--- config.mk ---
export PLATFORM = sky130hd
export DESIGN_NAME = pvb_top
export DESIGN_NICKNAME = d
export VERILOG_FILES = /design/src/pvb_pkg.sv /design/src/pvb_band_search.sv /design/src/pvb_top.sv
export SDC_FILE = /design/constraint.sdc
export NUM_CORES = 1
export LEC_CHECK = 0
export BUFFER_PORTS_ARGS = -buffer_cell sky130_fd_sc_hd__clkbuf_2
export CAP_MARGIN = 10
export CELL_PAD_IN_SITES_DETAIL_PLACEMENT = 0
export CELL_PAD_IN_SITES_GLOBAL_PLACEMENT = 2
export CORE_ASPECT_RATIO = 0.8
export CORE_MARGIN = 5
export CORE_UTILIZATION = 38
export CTS_BUF_LIST = sky130_fd_sc_hd__clkbuf_16
export DETAILED_ROUTE_END_ITERATION = 7
export GPL_TIMING_DRIVEN = 0
export PLACE_DENSITY_LB_ADDON = 0.05
export SLEW_MARGIN = 10
export SYNTH_ARGS = -nofsm -noshare
export SYNTH_HDL_FRONTEND = slang
export SYNTH_SLANG_ARGS = --single-unit
--- constraint.sdc ---
create_clock -name REF_CLK -period 2.5 [get_ports REF_CLK]
set_input_delay 0.375 -clock REF_CLK [delete_from_list [all_inputs] [get_ports REF_CLK]]
set_output_delay 0.375 -clock REF_CLK [all_outputs]
set_load 0.05 [all_outputs]
--- src/pvb_pkg.sv ---
// How it works
// - loop field: bandwidth[7:5], pump[4:0], reset E7
// - cross point enable bit at divider bit 4
// - six-bit band code picks one of 64
// - write C0 then 80 triggers auto search
// - search picks band and applies it itself
// - manual mode drives band from control field
// - control bit 7 enables the multiplier
// - enable low powers down, selects direct clock
// - lock status bit 7 reports lock
`default_nettype none
package pvb_pkg;
   // register offsets on the control port
   localparam logic [7:0] ADDR_PLL_CONTROL   = 8'h12;
   localparam logic [7:0] ADDR_LOOP_SETTINGS = 8'h14;
   localparam logic [7:0] ADDR_DIVIDER_CTRL  = 8'h15;
   localparam logic [7:0] ADDR_LOCK_STATUS   = 8'h16;
   // reset values
   localparam logic [7:0] RST_PLL_CONTROL    = 8'h00;
   localparam logic [7:0] RST_LOOP_SETTINGS  = 8'hE7;
   localparam logic [7:0] RST_DIVIDER_CTRL   = 8'h00;
   // trigger pair for the automatic search, top two control bits
   localparam logic [1:0] CTRL_TOP_MANUAL_ON = 2'h3;
   localparam logic [1:0] CTRL_TOP_AUTO_ON   = 2'h2;
   // field positions
   localparam int CTRL_EN_BIT   = 7;
   localparam int CTRL_MODE_BIT = 6;
   localparam int BAND_W        = 6;
   localparam int LOOP_BW_LSB   = 5;
   localparam int LOOP_BW_W     = 3;
   localparam int CP_W          = 5;
   localparam int DIV_XPT_BIT   = 4;
   localparam int STAT_LOCK_BIT = 7;
   localparam int STAT_FAIL_BIT = 6;
   localparam int STAT_BUSY_BIT = 5;
   // band space
   localparam logic [5:0] BAND_LAST    = 6'h3F;
   localparam logic [5:0] BAND_DEFAULT = 6'h20;
   // timing
   localparam int CLK_MHZ         = 200;
   localparam int BAND_SETTLE_NS  = 1000;
   localparam int LOOP_SETTLE_NS  = 5000;
   localparam int BAND_SETTLE_CYC = (BAND_SETTLE_NS * CLK_MHZ + 999) / 1000;
   localparam int LOOP_SETTLE_CYC = (LOOP_SETTLE_NS * CLK_MHZ + 999) / 1000;
   localparam int CNT_W           = 10;
   // middle of the in-range run keeps margin both ways over temperature
   function automatic logic [5:0] band_mid(input logic [5:0] lo, input logic [5:0] hi);
      logic [6:0] sum;
      sum = {1'b0, lo} + {1'b0, hi};
      return sum[6:1];
   endfunction
   // settle counter end test, used by search and lock timing
   function automatic logic cnt_end(input logic [9:0] cnt, input int cyc);
      return cnt == 10'(cyc - 1);
   endfunction
endpackage
`default_nettype wire

--- src/pvb_band_search.sv ---
`timescale 1ns/100ps
`default_nettype none
module pvb_band_search (
   input  wire logic       clk,
   input  wire logic       rst_n,
   input  wire logic       start,      // trigger pulse
   input  wire logic       abort,      // pll disabled or mode left auto
   input  wire logic       in_range,   // vco tuning within window
   output logic            busy,
   output logic            done,
   output logic            found_q,
   output logic [5:0]      try_band,
   output logic [5:0]      band_sel_q
);
   // one-hot search states
   typedef enum logic [2:0] {
      SR_IDLE = 3'b001,
      SR_RUN  = 3'b010,
      SR_PICK = 3'b100
   } pvb_sr_type;

   pvb_sr_type         state_q, state_d;
   logic [5:0]         code_q, code_d;     // band under test
   logic [5:0]         lo_q, lo_d;         // first in-range band
   logic [5:0]         hi_q, hi_d;         // last in-range band
   logic [5:0]         sel_d;
   logic               found_d;
   logic [9:0]         cnt_q, cnt_d;       // settle per band

   // next state: sweep every band, then choose
   always_comb begin
      state_d = state_q;
      code_d  = code_q;
      lo_d    = lo_q;
      hi_d    = hi_q;
      sel_d   = band_sel_q;
      found_d = found_q;
      cnt_d   = cnt_q;
      case (state_q)
         SR_IDLE: begin
            if (start) begin
               state_d = SR_RUN;
               code_d  = 6'h00;
               cnt_d   = 10'h000;
               found_d = 1'b0;
            end
         end
         SR_RUN: begin
            if (pvb_pkg::cnt_end(cnt_q, pvb_pkg::BAND_SETTLE_CYC)) begin
               // sample only after the vco has settled on this band
               if (in_range) begin
                  if (!found_q) begin
                     lo_d = code_q;
                  end
                  hi_d    = code_q;
                  found_d = 1'b1;
               end
               cnt_d = 10'h000;
               if (code_q == pvb_pkg::BAND_LAST) begin
                  state_d = SR_PICK;
               end else begin
                  code_d = code_q + 6'h01;
               end
            end else begin
               cnt_d = cnt_q + 10'h001;
            end
         end
         SR_PICK: begin
            // no band in range: fall back to mid band
            sel_d   = found_q ? pvb_pkg::band_mid(lo_q, hi_q) : pvb_pkg::BAND_DEFAULT;
            state_d = SR_IDLE;
         end
         default: state_d = SR_IDLE;
      endcase
      if (abort) begin
         state_d = SR_IDLE;
         sel_d   = band_sel_q; // a cut sweep keeps the old choice
      end
   end

   // registers only
   always_ff @(posedge clk or negedge rst_n) begin
      if (!rst_n) begin
         state_q    <= SR_IDLE;
         code_q     <= 6'h00;
         lo_q       <= 6'h00;
         hi_q       <= 6'h00;
         band_sel_q <= pvb_pkg::BAND_DEFAULT;
         found_q    <= 1'b0;
         cnt_q      <= 10'h000;
      end else begin
         state_q    <= state_d;
         code_q     <= code_d;
         lo_q       <= lo_d;
         hi_q       <= hi_d;
         band_sel_q <= sel_d;
         found_q    <= found_d;
         cnt_q      <= cnt_d;
      end
   end

   assign busy     = (state_q != SR_IDLE);
   assign done     = (state_q == SR_PICK) && !abort;
   assign try_band = code_q;
endmodule // pvb_band_search
`default_nettype wire

--- src/pvb_top.sv ---
`timescale 1ns/100ps
`default_nettype none
module pvb_top (
   input  wire logic       REF_CLK,
   input  wire logic       RESET_N,
   input  wire logic       REG_WR_EN,            // write strobe
   input  wire logic       REG_RD_EN,            // read strobe
   input  wire logic [7:0] REG_ADDR,
   input  wire logic [7:0] REG_WDATA,
   output logic      [7:0] REG_RDATA,            // registered, one cycle after read
   input  wire logic       VCO_IN_RANGE,         // band comparator from the analog vco
   input  wire logic       PLL_LOCK_DETECT,      // raw analog lock detect
   output logic            PLL_ENABLE,
   output logic            PLL_POWER_DOWN,
   output logic            SAMPLE_CLOCK_DIRECT,  // 1: sample_clock_input pins feed the core
   output logic      [5:0] VCO_BAND,
   output logic      [2:0] LOOP_BANDWIDTH,
   output logic      [4:0] CHARGE_PUMP_CURRENT,
   output logic            CROSS_POINT_EN,
   output logic      [7:0] DIVIDER_CONTROL
);
   logic [7:0]         ctrl_q, ctrl_d;       // pll control
   logic [7:0]         loop_q, loop_d;       // loop settings
   logic [7:0]         div_q, div_d;         // divider control
   logic [7:0]         rdata_d;
   logic [5:0]         band_q, band_d;       // band driven to the vco
   logic [9:0]         settle_q, settle_d;   // loop settle timer
   logic               settled_q, settled_d;
   logic               lock_q, lock_d;
   logic               wr_ctrl, wr_loop, wr_div;
   logic               start, abort, busy, done, found;
   logic [5:0]         try_band, band_sel;
   logic               en, manual;

   // address decode
   assign wr_ctrl = REG_WR_EN && REG_ADDR == pvb_pkg::ADDR_PLL_CONTROL;
   assign wr_loop = REG_WR_EN && REG_ADDR == pvb_pkg::ADDR_LOOP_SETTINGS;
   assign wr_div  = REG_WR_EN && REG_ADDR == pvb_pkg::ADDR_DIVIDER_CTRL;
   assign en      = ctrl_q[pvb_pkg::CTRL_EN_BIT];
   assign manual  = ctrl_q[pvb_pkg::CTRL_MODE_BIT];

   // trigger: enabled manual value followed by enabled auto value
   assign start = wr_ctrl && ctrl_q[7:6] == pvb_pkg::CTRL_TOP_MANUAL_ON
                  && REG_WDATA[7:6] == pvb_pkg::CTRL_TOP_AUTO_ON;
   // leaving auto or disabling stops a search in flight; a control write
   // is judged by the value being written, so the trigger write itself
   // never reads as an abort while the old manual value still stands
   assign abort = wr_ctrl
                  ? (!REG_WDATA[pvb_pkg::CTRL_EN_BIT] || REG_WDATA[pvb_pkg::CTRL_MODE_BIT])
                  : (!en || manual);

   pvb_band_search u_search (
      .clk        (REF_CLK),
      .rst_n      (RESET_N),
      .start      (start),
      .abort      (abort),
      .in_range   (VCO_IN_RANGE),
      .busy       (busy),
      .done       (done),
      .found_q    (found),
      .try_band   (try_band),
      .band_sel_q (band_sel)
   );

   // register file next values; the status offset is read only
   always_comb begin
      ctrl_d  = ctrl_q;
      loop_d  = loop_q;
      div_d   = div_q;
      rdata_d = REG_RDATA;
      if (wr_ctrl) begin
         ctrl_d = REG_WDATA;
      end
      if (wr_loop) begin
         loop_d = REG_WDATA;
      end
      if (wr_div) begin
         div_d = REG_WDATA;
      end
      if (REG_RD_EN) begin
         case (REG_ADDR)
            pvb_pkg::ADDR_PLL_CONTROL:   rdata_d = ctrl_q;
            pvb_pkg::ADDR_LOOP_SETTINGS: rdata_d = loop_q;
            pvb_pkg::ADDR_DIVIDER_CTRL:  rdata_d = div_q;
            pvb_pkg::ADDR_LOCK_STATUS: begin
               rdata_d = 8'h00;
               rdata_d[pvb_pkg::STAT_LOCK_BIT] = lock_q;
               // no-band flag whenever enabled auto mode sits idle with nothing found, never mid-sweep
               rdata_d[pvb_pkg::STAT_FAIL_BIT] = !found && !manual && en && !busy;
               rdata_d[pvb_pkg::STAT_BUSY_BIT] = busy;
            end
            // unmapped offsets read as zero
            default: rdata_d = 8'h00;
         endcase
      end
   end

   // register file and read data
   always_ff @(posedge REF_CLK or negedge RESET_N) begin
      if (!RESET_N) begin
         ctrl_q    <= pvb_pkg::RST_PLL_CONTROL;
         loop_q    <= pvb_pkg::RST_LOOP_SETTINGS;
         div_q     <= pvb_pkg::RST_DIVIDER_CTRL;
         REG_RDATA <= 8'h00;
      end else begin
         ctrl_q    <= ctrl_d;
         loop_q    <= loop_d;
         div_q     <= div_d;
         REG_RDATA <= rdata_d;
      end
   end

   // band and lock: band source by mode, lock waits out the settle time
   always_comb begin
      if (manual) begin
         band_d = ctrl_q[pvb_pkg::BAND_W-1:0];
      end else if (busy) begin
         band_d = try_band;
      end else begin
         band_d = band_sel;
      end
      settle_d  = settle_q;
      settled_d = settled_q;
      // any band change or search restarts the settle wait
      // a new band moves the vco off frequency, so the loop needs the
      // full settle time again before the raw detect is believed
      if (!en || busy || band_d != band_q) begin
         settle_d  = 10'h000;
         settled_d = 1'b0;
      end else if (!settled_q) begin
         if (pvb_pkg::cnt_end(settle_q, pvb_pkg::LOOP_SETTLE_CYC)) begin
            settled_d = 1'b1;
         end else begin
            settle_d = settle_q + 10'h001;
         end
      end
      // raw detect is not trusted while the band is moving
      lock_d = en && settled_q && !busy && PLL_LOCK_DETECT;
   end

   // band, settle and lock registers
   always_ff @(posedge REF_CLK or negedge RESET_N) begin
      if (!RESET_N) begin
         band_q    <= 6'h00;
         settle_q  <= 10'h000;
         settled_q <= 1'b0;
         lock_q    <= 1'b0;
      end else begin
         band_q    <= band_d;
         settle_q  <= settle_d;
         settled_q <= settled_d;
         lock_q    <= lock_d;
      end
   end

   // outputs straight from flops
   assign PLL_ENABLE          = en;
   assign PLL_POWER_DOWN      = !en;
   assign SAMPLE_CLOCK_DIRECT = !en;
   assign VCO_BAND            = band_q;
   assign LOOP_BANDWIDTH      = loop_q[pvb_pkg::LOOP_BW_LSB +: pvb_pkg::LOOP_BW_W];
   assign CHARGE_PUMP_CURRENT = loop_q[pvb_pkg::CP_W-1:0];
   assign CROSS_POINT_EN      = div_q[pvb_pkg::DIV_XPT_BIT];
   assign DIVIDER_CONTROL     = div_q;
endmodule // pvb_top
`default_nettype wire
-- Word-level counts from Yosys, hierarchy flattened
Index checks and enable logic that the tools add are counted.
- logic and storage cells: 100
- register bits after elaboration: 88
- input bits: 22
- muxes and demuxes: 27
- reductions and logical operators: 29
- equal/unequal tests: 23
- add/subtract/negate cells: 4
- bitwise operators: 2
- operators by type and width (kind ; count):
    2-to-1 mux 10 bit ; 5
    2-to-1 mux 6 bit ; 6
    equality test 8 x 5 -> 1 bit, second input constant ; 4
    one-hot mux 8 bit (4 select lines) ; 1
    adder 10 x 1 -> 10 bit, second input constant ; 2
    one-hot mux 10 bit (2 select lines) ; 1
    2-to-1 mux 3 bit ; 4
    one-hot mux 6 bit (2 select lines) ; 1
    AND reduction 4 bit ; 3
    logical AND 1 bit ; 11
    equality test 10 bit, second input constant ; 1
    equality test 10 x 8 -> 1 bit, second input constant ; 1
    != test 2 bit, second input constant ; 4
    adder 6 x 6 -> 7 bit ; 1
    2-to-1 mux 1 bit ; 7
    adder 6 x 1 -> 6 bit, second input constant ; 1
    equality test 6 bit, second input constant ; 1
    != test 3 x 2 -> 1 bit, second input constant ; 2
    != test 6 bit ; 1
    one-hot mux 3 bit (2 select lines) ; 1
    AND reduction 2 bit ; 3
    AND reduction 3 bit ; 2
    logical NOT 1 bit ; 5
    equality test 2 bit, second input constant ; 2
    other kinds (10) ; 15

-- Depth between registers and ports, before layout
Gate-level depths: netlist (run 1).
- word-level depth: 7
- depth in mapped cells: 8
- gate-level depth less buffers: 7

-- Modules after synthesis
Synthesis (run 1) repeated with hierarchy kept, for this count alone.
- cells, all modules: 416
- area total of the unflattened synthesis: 4585.6 sq um
- by module, submodules not included (module ; instances ; area an instance (sq um) ; sequential area each (sq um) ; cells each):
    pvb_top ; 1 ; 2641.3 ; 1258.7 ; 224
    pvb_band_search ; 1 ; 1944.4 ; 953.4 ; 192

-- Worst setup path before layout (run 1)
No wires, ideal clock.
- kind: input-to-reg
- from: in REG_ADDR[7]
- to: reg u_search.band_sel_q[0]
- library setup time: 0.125 ns
- setup slack: 0.308 ns
- stages on the path: 5
- data required time: 2.375 ns
- arrival time: 2.067 ns
- cells stage by stage: or4b_4 nor4_2 mux2i_1 buf_2 mux2_2
- longest elaborated chain between the ends: 5
- ends and longest elaborated chain (element ; RTL line ; source):
    start, declared ; pvb_top.sv:8 ; input wire logic [7:0] REG_ADDR,
    equality test 8 x 5 -> 1 bit ; pvb_top.sv:36 ; assign wr_ctrl = REG_WR_EN && REG_ADDR == pvb_pkg::ADDR_PLL_CONTROL;
    logical AND 1 bit ; pvb_top.sv:36 ;
    2-to-1 mux 1 bit ; pvb_top.sv:49 ; ? (!REG_WDATA[pvb_pkg::CTRL_EN_BIT] || REG_WDATA[pvb_pkg::CTRL_MODE_BIT])
    NOT 1 bit (no source line) ; -- ;
    AND reduction 2 bit (no source line) ; -- ;
    end signal, assigned ; pvb_band_search.sv:88 ; band_sel_q <= pvb_pkg::BAND_DEFAULT;
    end signal, assigned ; pvb_band_search.sv:96 ; band_sel_q <= sel_d;
    end, declared ; pvb_band_search.sv:13 ; output logic [5:0] band_sel_q
No other way between the ends.
A chain may end at the register's enable or synchronous reset.

-- Worst setup path in the final report (run 1)
- from: reg u_search.state_q[0]
- to: reg settle_q[2]
- longest elaborated chain between the ends: 7
- elaborated cells on any way between the ends: 10
- ends and longest elaborated chain (element ; RTL line ; source):
    start, declared ; pvb_band_search.sv:22 ; pvb_sr_type state_q, state_d;
    start signal, assigned ; pvb_band_search.sv:92 ; state_q <= state_d;
    != test 3 x 1 -> 1 bit (*) ; pvb_band_search.sv:102 ; assign busy = (state_q != SR_IDLE);
    2-to-1 mux 6 bit ; pvb_top.sv:117 ; end else if (busy) begin
    2-to-1 mux 6 bit ; pvb_top.sv:115 ; if (manual) begin
    != test 6 bit ; pvb_top.sv:127 ; if (!en || busy || band_d != band_q) begin
    logical OR 1 bit (*) ; pvb_top.sv:127 ;
    != test 2 bit (no source line) / != test 2 x 1 -> 1 bit (equally long branches) ; -- ;
    AND reduction 2 bit (no source line) ; -- ;
    end signal, assigned ; pvb_top.sv:150 ; settle_q <= settle_d;
    end, declared ; pvb_top.sv:27 ; logic [9:0] settle_q, settle_d;
Mark *: on every way between the ends. The rest lies on a longest branch, timed or not.

==> flow_summary.ini, run 1 <==
[grt]
grt_pass1_vias = 3546
grt-ovfl-total = 0
grt.total_usage_pct = 16.3
grt_max_degree = 89
grt_pass1_wl_um = 18600
antenna_found_initial = 0

[yosys]
synth_cell_types = 64
synth_nets = 475
synth_flop_cell = dfrtp_1
syn_area_per_cell_um2 = 10.4
postSynth.asyncResetShare_pct = 100
syn-cell-area_mm2 = 0.00463
synth-edff-count = 0
syn_inst = 444
ys_warn_count = 0
ys_ff_latch = 88
seq_area_frac_synth_pct = 47.8

[route]
wire_per_inst_um = 17.1
vias_per_cell = 5.28
drc = 0
dr.first_iter.drc_count = 213
drtPass1Iterations = 4
vias = 3509
ant_nets = 0
wirelength_um = 11400

[setup_path]
cpPeakStageDelay_ns = 0.61
cp-end-kind = flip-flop
arrival_ns = 2.65
crit_path_max_fanout = 10
cp_cell_sequence = or3b_2 -> buf_2 -> a21o_1 -> a221oi_2 -> nand4_1 -> buf_4 -> nor3_1
r2r_slack_ns = 0.11
start_kind = flip-flop
reg2reg_depth = 7
cp-endpoint = settle_q[2]
rr_startpoint = u_search.state_q[0]
crit_slowest_cell = dfstp_2
crit_family = simple AND/OR/NAND/NOR gates
path_buf_inv = 2
rr_endpoint = settle_q[2]
crit_required_ns = 2.75
crit_cells = 7
worstSetupPathType = flip-flop to flip-flop
critPathLaunch = u_search.state_q[0]

[flow_run]
maxCapViolations = 0

[clocking]
insertion_delay_ns = 0.34
cts_buffer_depth = 2
cts_buffers = 9
h-tree-depth = 3
path_clk_slew_ns = 0.06
cts_tree = built
cts.sinks = 88
hold_buffers = 0
cts-root-buf = clkbuf_16

[timing]
finalCritPeriodShare_pct = 95.7
hold_violations = 0
min_period_ns = 2.39
max_freq_mhz = 418
relSlewSlack_pct = 50.8
hold_slack_ns = 0.0971
tns_ns = 0
maxSlewViolCount = 0
tightest_slew_ns = 0.735
skew_ns = 0.00457
setup_viol = 0
rsz0062_at_grt = false

[power]
pwr-share-seq_pct = 47.4
vdd_drop_max_uv = 328
p_clk_share_pct = 40.2
sw_frac_of_total_pct = 26.8
powerDensity_mw_per_mm2 = 602
p_comb_share_pct = 12.5
p_leak_uw = 0.00242
switchingPower_uw = 872
p_int_uw = 2380
power_uw = 3250

[final_layout]
final_common_cell = dfrtp_1
drive_above_1_share_pct = 27.7
mostFrequentLayoutCells = dfrtp_1 (80), clkbuf_2 (51), nor2_1 (42)
syn_to_final_growth_pct = 16.7
fill_cells = 1221
multi_input_area_mm2 = 0.00224
final_util_pct = 44.7
antenna-diode-count = 0
fin_nets = 538
final-seq-area_mm2 = 0.00221

[floorplan]
start_util_pct = 38.3
die_h_um = 109
core_mm2 = 0.0121
rows = 36
io_pins = 56
die-width_um = 133
die_area_mm2 = 0.0145

[placed_design]
port_buffers = 52
place_congestion = 0.802
dp_hpwl_um = 8220

[status]
outcome = finished, final reports clean

[hold_path]
min_path_type = primary input to async pin
## worst min-delay path by stage
stage / from / end / slack (ns) / depth (start not counted)
6_report: RESET_N / u_search.cnt_q[4] / 0.1 / 1
4_1_cts: RESET_N / u_search.cnt_q[4] / 0.13 / 1
3_3_place_gp: u_search.cnt_q[9] / u_search.cnt_q[9] / 0.46 / 1
5_1_grt: RESET_N / u_search.cnt_q[4] / 0.16 / 1
2_1_floorplan: RESET_N / DIVIDER_CONTROL[0] / 0.08 / 0
3_5_place_dp: u_search.cnt_q[9] / u_search.cnt_q[9] / 0.47 / 1
## synthesized netlist by cell type, types with 2 or more instances
cell type / instances / area share, %
a32oi_1: 2 / 0.38
nor3_1: 6 / 0.65
and3_1: 10 / 1.4
mux2i_1: 5 / 1.1
dfstp_2: 8 / 4.5
nor2b_1: 16 / 2.2
buf_2: 4 / 0.43
a21oi_1: 12 / 1.3
a31o_2: 2 / 0.38
buf_6: 2 / 0.49
xor2_1: 3 / 0.57
nor2_2: 2 / 0.27
nand2b_1: 6 / 0.81
nor2_1: 42 / 3.4
mux2_2: 38 / 9.3
o22ai_1: 11 / 1.5
clkbuf_1: 10 / 0.81
ha_1: 8 / 2.2
o21ai_1: 2 / 0.22
nand3_1: 12 / 1.3
a211o_1: 2 / 0.38
nand4b_1: 2 / 0.38
nand4_1: 7 / 0.95
and4bb_2: 2 / 0.54
o21ai_0: 26 / 2.8
xnor2_1: 20 / 3.8
a22oi_1: 7 / 1.1
o31ai_1: 5 / 0.81
nor3b_1: 2 / 0.32
a31oi_1: 10 / 1.4
inv_1: 19 / 1.5
nand4bb_1: 2 / 0.49
a211oi_1: 3 / 0.49
and2_1: 2 / 0.27
dfrtp_1: 80 / 43
nand2_1: 23 / 1.9
buf_4: 3 / 0.49
and4b_1: 2 / 0.43
## power by group through the flow
stage | sequential (uW) | combinational, uW | clock (uW)
2_1_floorplan | 1620 | 189 | 0
3_3_place_gp | 1560 | 394 | 0
3_5_place_dp | 1560 | 400 | 0
4_1_cts | 1540 | 401 | 1350
5_1_grt | 1550 | 448 | 1410
6_report | 1540 | 405 | 1300
## worst reg2reg max path, stage by stage, from the launching register on
cell,delay (ns)
dfstp_2,0.61
or3b_2,0.46
buf_2,0.20
a21o_1,0.22
a221oi_2,0.27
nand4_1,0.19
buf_4,0.18
nor3_1,0.18
## area by class of cell
type / instances / area share [%]
inverter: 20 / 1.46
clock buffer: 9 / 4.17
buffer: 19 / 2.13
timing repair buffer: 53 / 5.12
multi-input combinational: 316 / 41.6
sequential: 88 / 41.0
clock inverter: 7 / 1.07
tap: 152 / 3.52
## per-layer routing
layer,vias up,GRT usage (%),wire length [um]
li1,1720,-,-
met1,1742,23.5,5920
met2,42,24.2,4930
met3,5,4.98,428
met4,0,3.60,78
met5,-,0,0
## timing repair
action / 4_1_cts / 5_1_grt
setup endpoints to repair: 0 / 18
resized for setup: 0 / 7
setup buffers: 0 / 1
## cell families after synthesis
logic type	count (synthesis)	share of synthesized area, %
xor+xnor	23	4.36
fa+ha+maj	9	2.60
compound gates	91	12.4
buf+inv	40	4.14
mux	43	10.3
flops	88	47.8
simple gates	150	18.4
## state kept, by name (all words and copies together) (netlist names)
signal / flops
VCO_BAND: 6
u_search.band_sel_q: 6
u_search.state_q: 3
lock_q: 1
u_search.found_q: 1
DIVIDER_CONTROL: 8
u_search.hi_q: 6
settled_q: 1
REG_RDATA: 8
u_search.cnt_q: 10
settle_q: 10
ctrl_q: 8
u_search.lo_q: 6
u_search.try_band: 6
loop_q: 8
## metrics by stage
stage	instance area [um2]	cells	setup slack, ns
floorplan	4630	444	0.308
global placement	5080	648	-0.112
detailed placement	5080	648	-0.0946
CTS	5370	664	0.0238
global route	5400	664	0.0195
finish	5400	664	0.108
(Power assumes the default switching activity.)
==> run 2, diff against run 1 <==
--- a/config.mk
+++ b/config.mk
@@ -6,7 +6,7 @@
 export NUM_CORES = 1
 export LEC_CHECK = 0
 export BUFFER_PORTS_ARGS = -buffer_cell sky130_fd_sc_hd__clkbuf_2
-export CAP_MARGIN = 10
+export CAP_MARGIN = 30
 export CELL_PAD_IN_SITES_DETAIL_PLACEMENT = 0
 export CELL_PAD_IN_SITES_GLOBAL_PLACEMENT = 2
 export CORE_ASPECT_RATIO = 0.8
==> constraint.sdc (replaced) <==
create_clock -name REF_CLK -period 2.42 [get_ports REF_CLK]
set_input_delay 0.363 -clock REF_CLK [delete_from_list [all_inputs] [get_ports REF_CLK]]
set_output_delay 0.363 -clock REF_CLK [all_outputs]
set_load 0.05 [all_outputs]
==> run 2 against run 1 <==
  * Clock power up 3%
  * Sequential share of layout area down 0.21 points
  * Clock skew down 0.00096 ns
  * Worst hold slack worse by 0.015 ns
  * Sequential cell count unchanged
  * Routed wire length up 0.46%
  * Cell count up 0.45%
  * Global-route usage up 0.062 points
  * Register-to-register slack better by 0.04 ns
  * Power up 3.1%
  * First-iteration DRC count up 8.9%
  * Core utilization up 0.23 points
  * Largest cell class unchanged
  * Largest power group unchanged
==> flow_summary.ini, run 2 (synthesis results as in run 1) <==
[status]
outcome = finished, final reports clean

[setup_path]
cpPeakStageDelay_ns = 0.58
rr_endpoint = settle_q[4]
reg2reg_depth = 6
crit_required_ns = 2.69
arrival_ns = 2.55
crit_slowest_cell = or4_1
crit_path_max_fanout = 8
path_buf_inv = 1
r2r_slack_ns = 0.15
cp_cell_sequence = nand4bb_2 -> or4_1 -> o22ai_1 -> nand4_1 -> buf_2 -> nor2_1
cp-end-kind = flip-flop
crit_family = simple AND/OR/NAND/NOR gates
rr_startpoint = u_search.state_q[1]
worstSetupPathType = flip-flop to flip-flop
start_kind = flip-flop

[placed_design]
dp_hpwl_um = 8230
placed_cells = 649
port_buffers = 52
place_ws_ns = -0.166
place_congestion = 0.802

[timing]
fin_ws_ns = 0.146
hold_violations = 0
rsz0062_at_grt = false
skew_ns = 0.00360
finalCritPeriodShare_pct = 94.0
setup_viol = 0
max_freq_mhz = 440
tns_ns = 0
maxSlewViolCount = 0
relSlewSlack_pct = 51.2
min_period_ns = 2.27
tightest_slew_ns = 0.731

[route]
vias_per_cell = 5.28
drtPass1Iterations = 4
vias = 3519
wirelength_um = 11400
dr.first_iter.drc_count = 232
wire_per_inst_um = 17.1
ant_nets = 0
drc = 0

[floorplan]
core_mm2 = 0.0121
rows = 36
start_util_pct = 38.3
die_h_um = 109
io_pins = 56
die-width_um = 133
die_area_mm2 = 0.0145

[flow_run]
maxCapViolations = 0

[grt]
grt_max_degree = 89
grt_pass1_wl_um = 18700
antenna_found_initial = 0
grt_pass1_vias = 3521
grt.total_usage_pct = 16.4
grt-ovfl-total = 0

[final_layout]
final_common_cell = dfrtp_1
reg_top3 = settle_q (10), u_search.cnt_q (10)
syn_to_final_growth_pct = 17.3
fill_cells = 1208
antenna-diode-count = 0
fin_nets = 542
mostFrequentLayoutCells = dfrtp_1 (80), clkbuf_2 (51), nor2_1 (42)
finalNonFillerCells = 667
drive_above_1_share_pct = 28.2

[clocking]
cts_buffers = 9
h-tree-depth = 3
cts-root-buf = clkbuf_16
cts_buffer_depth = 2
cts.sinks = 88
path_clk_slew_ns = 0.06
insertion_delay_ns = 0.34
cts_tree = built

[power]
powerDensity_mw_per_mm2 = 617
power_uw = 3350
vdd_drop_max_uv = 338
p_leak_uw = 0.00243

[hold_path]
min_path_type = primary input to async pin
run 2: cell types whose count changed in the layout (fill, tap and decap cells not counted), sizes merged:
cell / delta
clkinv: +2
clkinvlp: -1
inv: -2
buf: +4
run 2: repair_timing:
| action | in CTS | in global routing |
|---|---|---|
| endpoints found under the setup margin | 9 | 17 |
| buffers inserted | 0 | 4 |
| gates resized for setup | 4 | 5 |
| cloned | 0 | 1 |
| hold buffers | 0 | 0 |
| pin swaps | 1 | 0 |
run 2: worst register-to-register path, cell delays in order (launching register included):
cell	delay, ns
dfrtp_1	0.48
nand4bb_2	0.43
or4_1	0.59
o22ai_1	0.12
nand4_1	0.24
buf_2	0.24
nor2_1	0.10
run 2: per-stage QoR:
step	cell area, um2	util [%]	hold WS, ns
after floorplan	4630	-	0.0674
after global placement	5080	42.1	0.459
after detailed placement	5090	42.2	0.465
after CTS	5380	44.6	0.122
after global routing	5430	45.0	0.152
final	5430	45.0	0.0818
run 2: how the worst max path moves through the flow:
stage                             start                endpoint  slack (ns)  cells past startpoint
floorplan                   REG_ADDR[7]  u_search.band_sel_q[0]        0.24                      5
global placement            REG_ADDR[7]  u_search.band_sel_q[0]       -0.18                      6
detailed placement          REG_ADDR[7]  u_search.band_sel_q[0]       -0.17                      6
CTS                 u_search.state_q[0]             settle_q[8]        0.05                      7
global route        u_search.state_q[1]             settle_q[4]       0.006                      6
finish              u_search.state_q[1]             settle_q[4]        0.15                      6
run 2: layout make-up:
cell class,instances,area (um2),share of cell area (%)
multi-input cells,316,2250,41.4
flip-flops and latches,88,2210,40.8
repair buffers,58,309,5.69
clock buffers,9,225,4.15
well taps,152,190,3.50
plain buffers,18,114,2.10
inverters,20,76.3,1.41
clock inverters,6,52.6,0.968
run 2: routing by layer:
layer | GRT usage [%] | vias up | wire length, um
li1 | - | 1727 | -
met1 | 24.2 | 1737 | 5930
met2 | 23.9 | 45 | 4920
met3 | 4.24 | 10 | 447
met4 | 3.96 | 0 | 116
met5 | 0 | - | 0
run 2: report_power, final:
| part | leakage [uW] | switching, uW | internal (uW) | total (uW) |
|---|---|---|---|---|
| clock network | 0.000135 | 556 | 780 | 1340 |
| registers | 0.00110 | 60.5 | 1530 | 1590 |
| logic | 0.00119 | 282 | 143 | 425 |
==> run 3, diff against run 2 <==
--- a/config.mk
+++ b/config.mk
@@ -19,4 +19,5 @@
 export SLEW_MARGIN = 10
 export SYNTH_ARGS = -nofsm -noshare
 export SYNTH_HDL_FRONTEND = slang
+export SYNTH_HIERARCHICAL = 1
 export SYNTH_SLANG_ARGS = --single-unit
==> run 3 against run 2 <==
  * Sequential cell count is the same
  * Cell area rose by 1.3%
  * Power decreased by 3.6%
  * Via count down 1.6%
  * Critical path depth unchanged
  * Largest power group unchanged
==> flow_summary.ini, run 3 <==
[status]
outcome = finished, final reports clean

[route]
dr.first_iter.drc_count = 197
wire_per_inst_um = 17.8
ant_nets = 0
drc = 0
drtPass1Iterations = 4
wirelength_um = 11300
vias_per_cell = 5.43
vias = 3462

[setup_path]
start_kind = flip-flop
rr_startpoint = u_search/state_q[0]
crit_required_ns = 2.66
cp-end-kind = flip-flop
r2r_slack_ns = 0.03
crit_path_max_fanout = 5
reg2reg_depth = 6
worstSetupPathType = flip-flop to flip-flop
rr_endpoint = settle_q[6]
arrival_ns = 2.63

[power]
p_leak_uw = 0.00246
vdd_drop_max_uv = 313
power_uw = 3230
powerDensity_mw_per_mm2 = 587

[grt]
grt_max_degree = 89
grt-ovfl-total = 0
antenna_found_initial = 0
grt_pass1_vias = 3547
grt.total_usage_pct = 16.6
grt_pass1_wl_um = 18800

[flow_run]
maxCapViolations = 0

[yosys]
synth_cell_types = 59
ys_ff_latch = 88
synth_top_area_share_pct = 43.7
postSynth.asyncResetShare_pct = 100
yosysMostFrequentCell = dfrtp_1
seq_area_frac_synth_pct = 48.2
synthTopCellsByArea = dfrtp_1 (44%), mux2_2 (7.6%), dfstp_2 (4.6%)
synth_flop_cell = dfrtp_1
synthTopCellsByCount = dfrtp_1 (80), nand2_1 (33), mux2_2 (31), nor2_1 (25), o21ai_0 (22)
synth_top_area_cell = dfrtp_1
synth_nets = 447
syn_area_per_cell_um2 = 11.0
ys_warn_count = 6
syn_inst = 416
syn-cell-area_mm2 = 0.00459
synth-edff-count = 0

[timing]
hold_slack_ns = 0.0524
rsz0062_at_grt = true
finalCritPeriodShare_pct = 98.6
setup_viol = 0
relSlewSlack_pct = 45.3
maxSlewViolCount = 0
min_period_ns = 2.39
skew_ns = 0.00489
tightest_slew_ns = 0.818
max_freq_mhz = 419
tns_ns = 0
hold_violations = 0

[clocking]
path_clk_slew_ns = 0.06
cts_tree = built
cts-root-buf = clkbuf_16
h-tree-depth = 3
hold_buffers = 0
cts_buffer_depth = 2
cts.sinks = 88
insertion_delay_ns = 0.34
cts_buffers = 9

[final_layout]
reg_top3 = settle_q (10), u_search/cnt_q (10)
stdcell_area_mm2 = 0.00550
fin_nets = 516
final_common_cell = dfrtp_1
mostFrequentLayoutCells = dfrtp_1 (79), clkbuf_2 (53), nand2_1 (33)
syn_to_final_growth_pct = 19.9
drive_above_1_share_pct = 32.7
antenna-diode-count = 0

[placed_design]
place_area_mm2 = 0.00509
place_congestion = 0.735
port_buffers = 54
dp_hpwl_um = 7880

[floorplan]
core_mm2 = 0.0116
start_util_pct = 39.4
die_area_mm2 = 0.0144
die-width_um = 133
die_h_um = 108
io_pins = 56
rows = 35

[hold_path]
min_path_type = primary input to async pin
[run 3: cell count changes in the layout (fill, tap and decap cells not counted), moves of 5 or more]
cell      change
o31ai_1       -5
nand2_1      +10
clkbuf_1      -5
nor4_2        +7
mux2i_1       +8
xnor2_1      -10
nor2b_1       -6
mux2_4        +7
and3_1        -6
nor4_1        +5
mux2_2        -7
nor2_1       -18
[run 3: worst max path at each step]
stage	slack (ns)	startpoint	endpoint	cells past startpoint
finish	0.03	u_search/state_q[0]	settle_q[6]	6
global route	-0.05	u_search/state_q[0]	settle_q[7]	6
CTS	0.01	u_search/state_q[0]	settle_q[6]	6
detailed placement	-0.56	REG_ADDR[1]	u_search/band_sel_q[3]	11
global placement	-0.55	REG_ADDR[1]	u_search/band_sel_q[3]	11
floorplan	-0.05	ctrl_q[7]	u_search/try_band[0]	6
[run 3: metrics by stage]
step,util (%),setup slack [ns],cells
detailed placement,43.7,-0.559,618
finish,47.2,0.0346,637
global route,47.2,-0.0543,637
floorplan,-,-0.0452,416
CTS,46.7,0.0113,636
global placement,43.6,-0.554,618
[run 3: cell type report]
type | count | area [um2]
clock inverter | 6 | 75.1
buffer | 15 | 104
multi-input combinational | 291 | 2260
sequential | 88 | 2210
inverter | 20 | 105
fill | 1100 | 6150
clock buffer | 9 | 225
tap | 148 | 185
timing repair buffer | 60 | 328
[run 3: worst max-delay path, cell delays in order, from the launching register on]
cell and delay [ns]:
dfstp_2 0.56, or3b_4 0.40, mux2_4 0.32, mux2_4 0.27, a211o_4 0.35, buf_6 0.15
nor4_2 0.24
[run 3: what timing repair did]
item | 4_1_cts | 5_1_grt
resized for setup | 6 | 14
gates cloned | 1 | 0
endpoints found under the setup margin | 20 | 19
pin swaps | 2 | 1
setup buffers | 3 | 2
[run 3: power breakdown]
| group | leakage, uW | switching (uW) | internal, uW | total [uW] |
|---|---|---|---|---|
| combinational | 0.00119 | 176 | 79.4 | 255 |
| clock | 0.000145 | 570 | 885 | 1450 |
| sequential | 0.00112 | 23.4 | 1500 | 1520 |
[run 3: logic make-up after synthesis]
kind of cell    after synthesis  share of synthesized area (%)
mux                          55                           13.6
flops                        88                           48.2
simple gates                134                           17.7
buf+inv                      37                           4.45
fa+ha+maj                     9                           2.62
xor+xnor                     12                           2.29
compound gates               81                           11.1
[run 3: metal layers]
layer  wire length [um]  GRT usage [%]
met1               5870           24.8
met2               4860           23.6
met3                463           4.33
met4                141           4.67
met5                  0              0
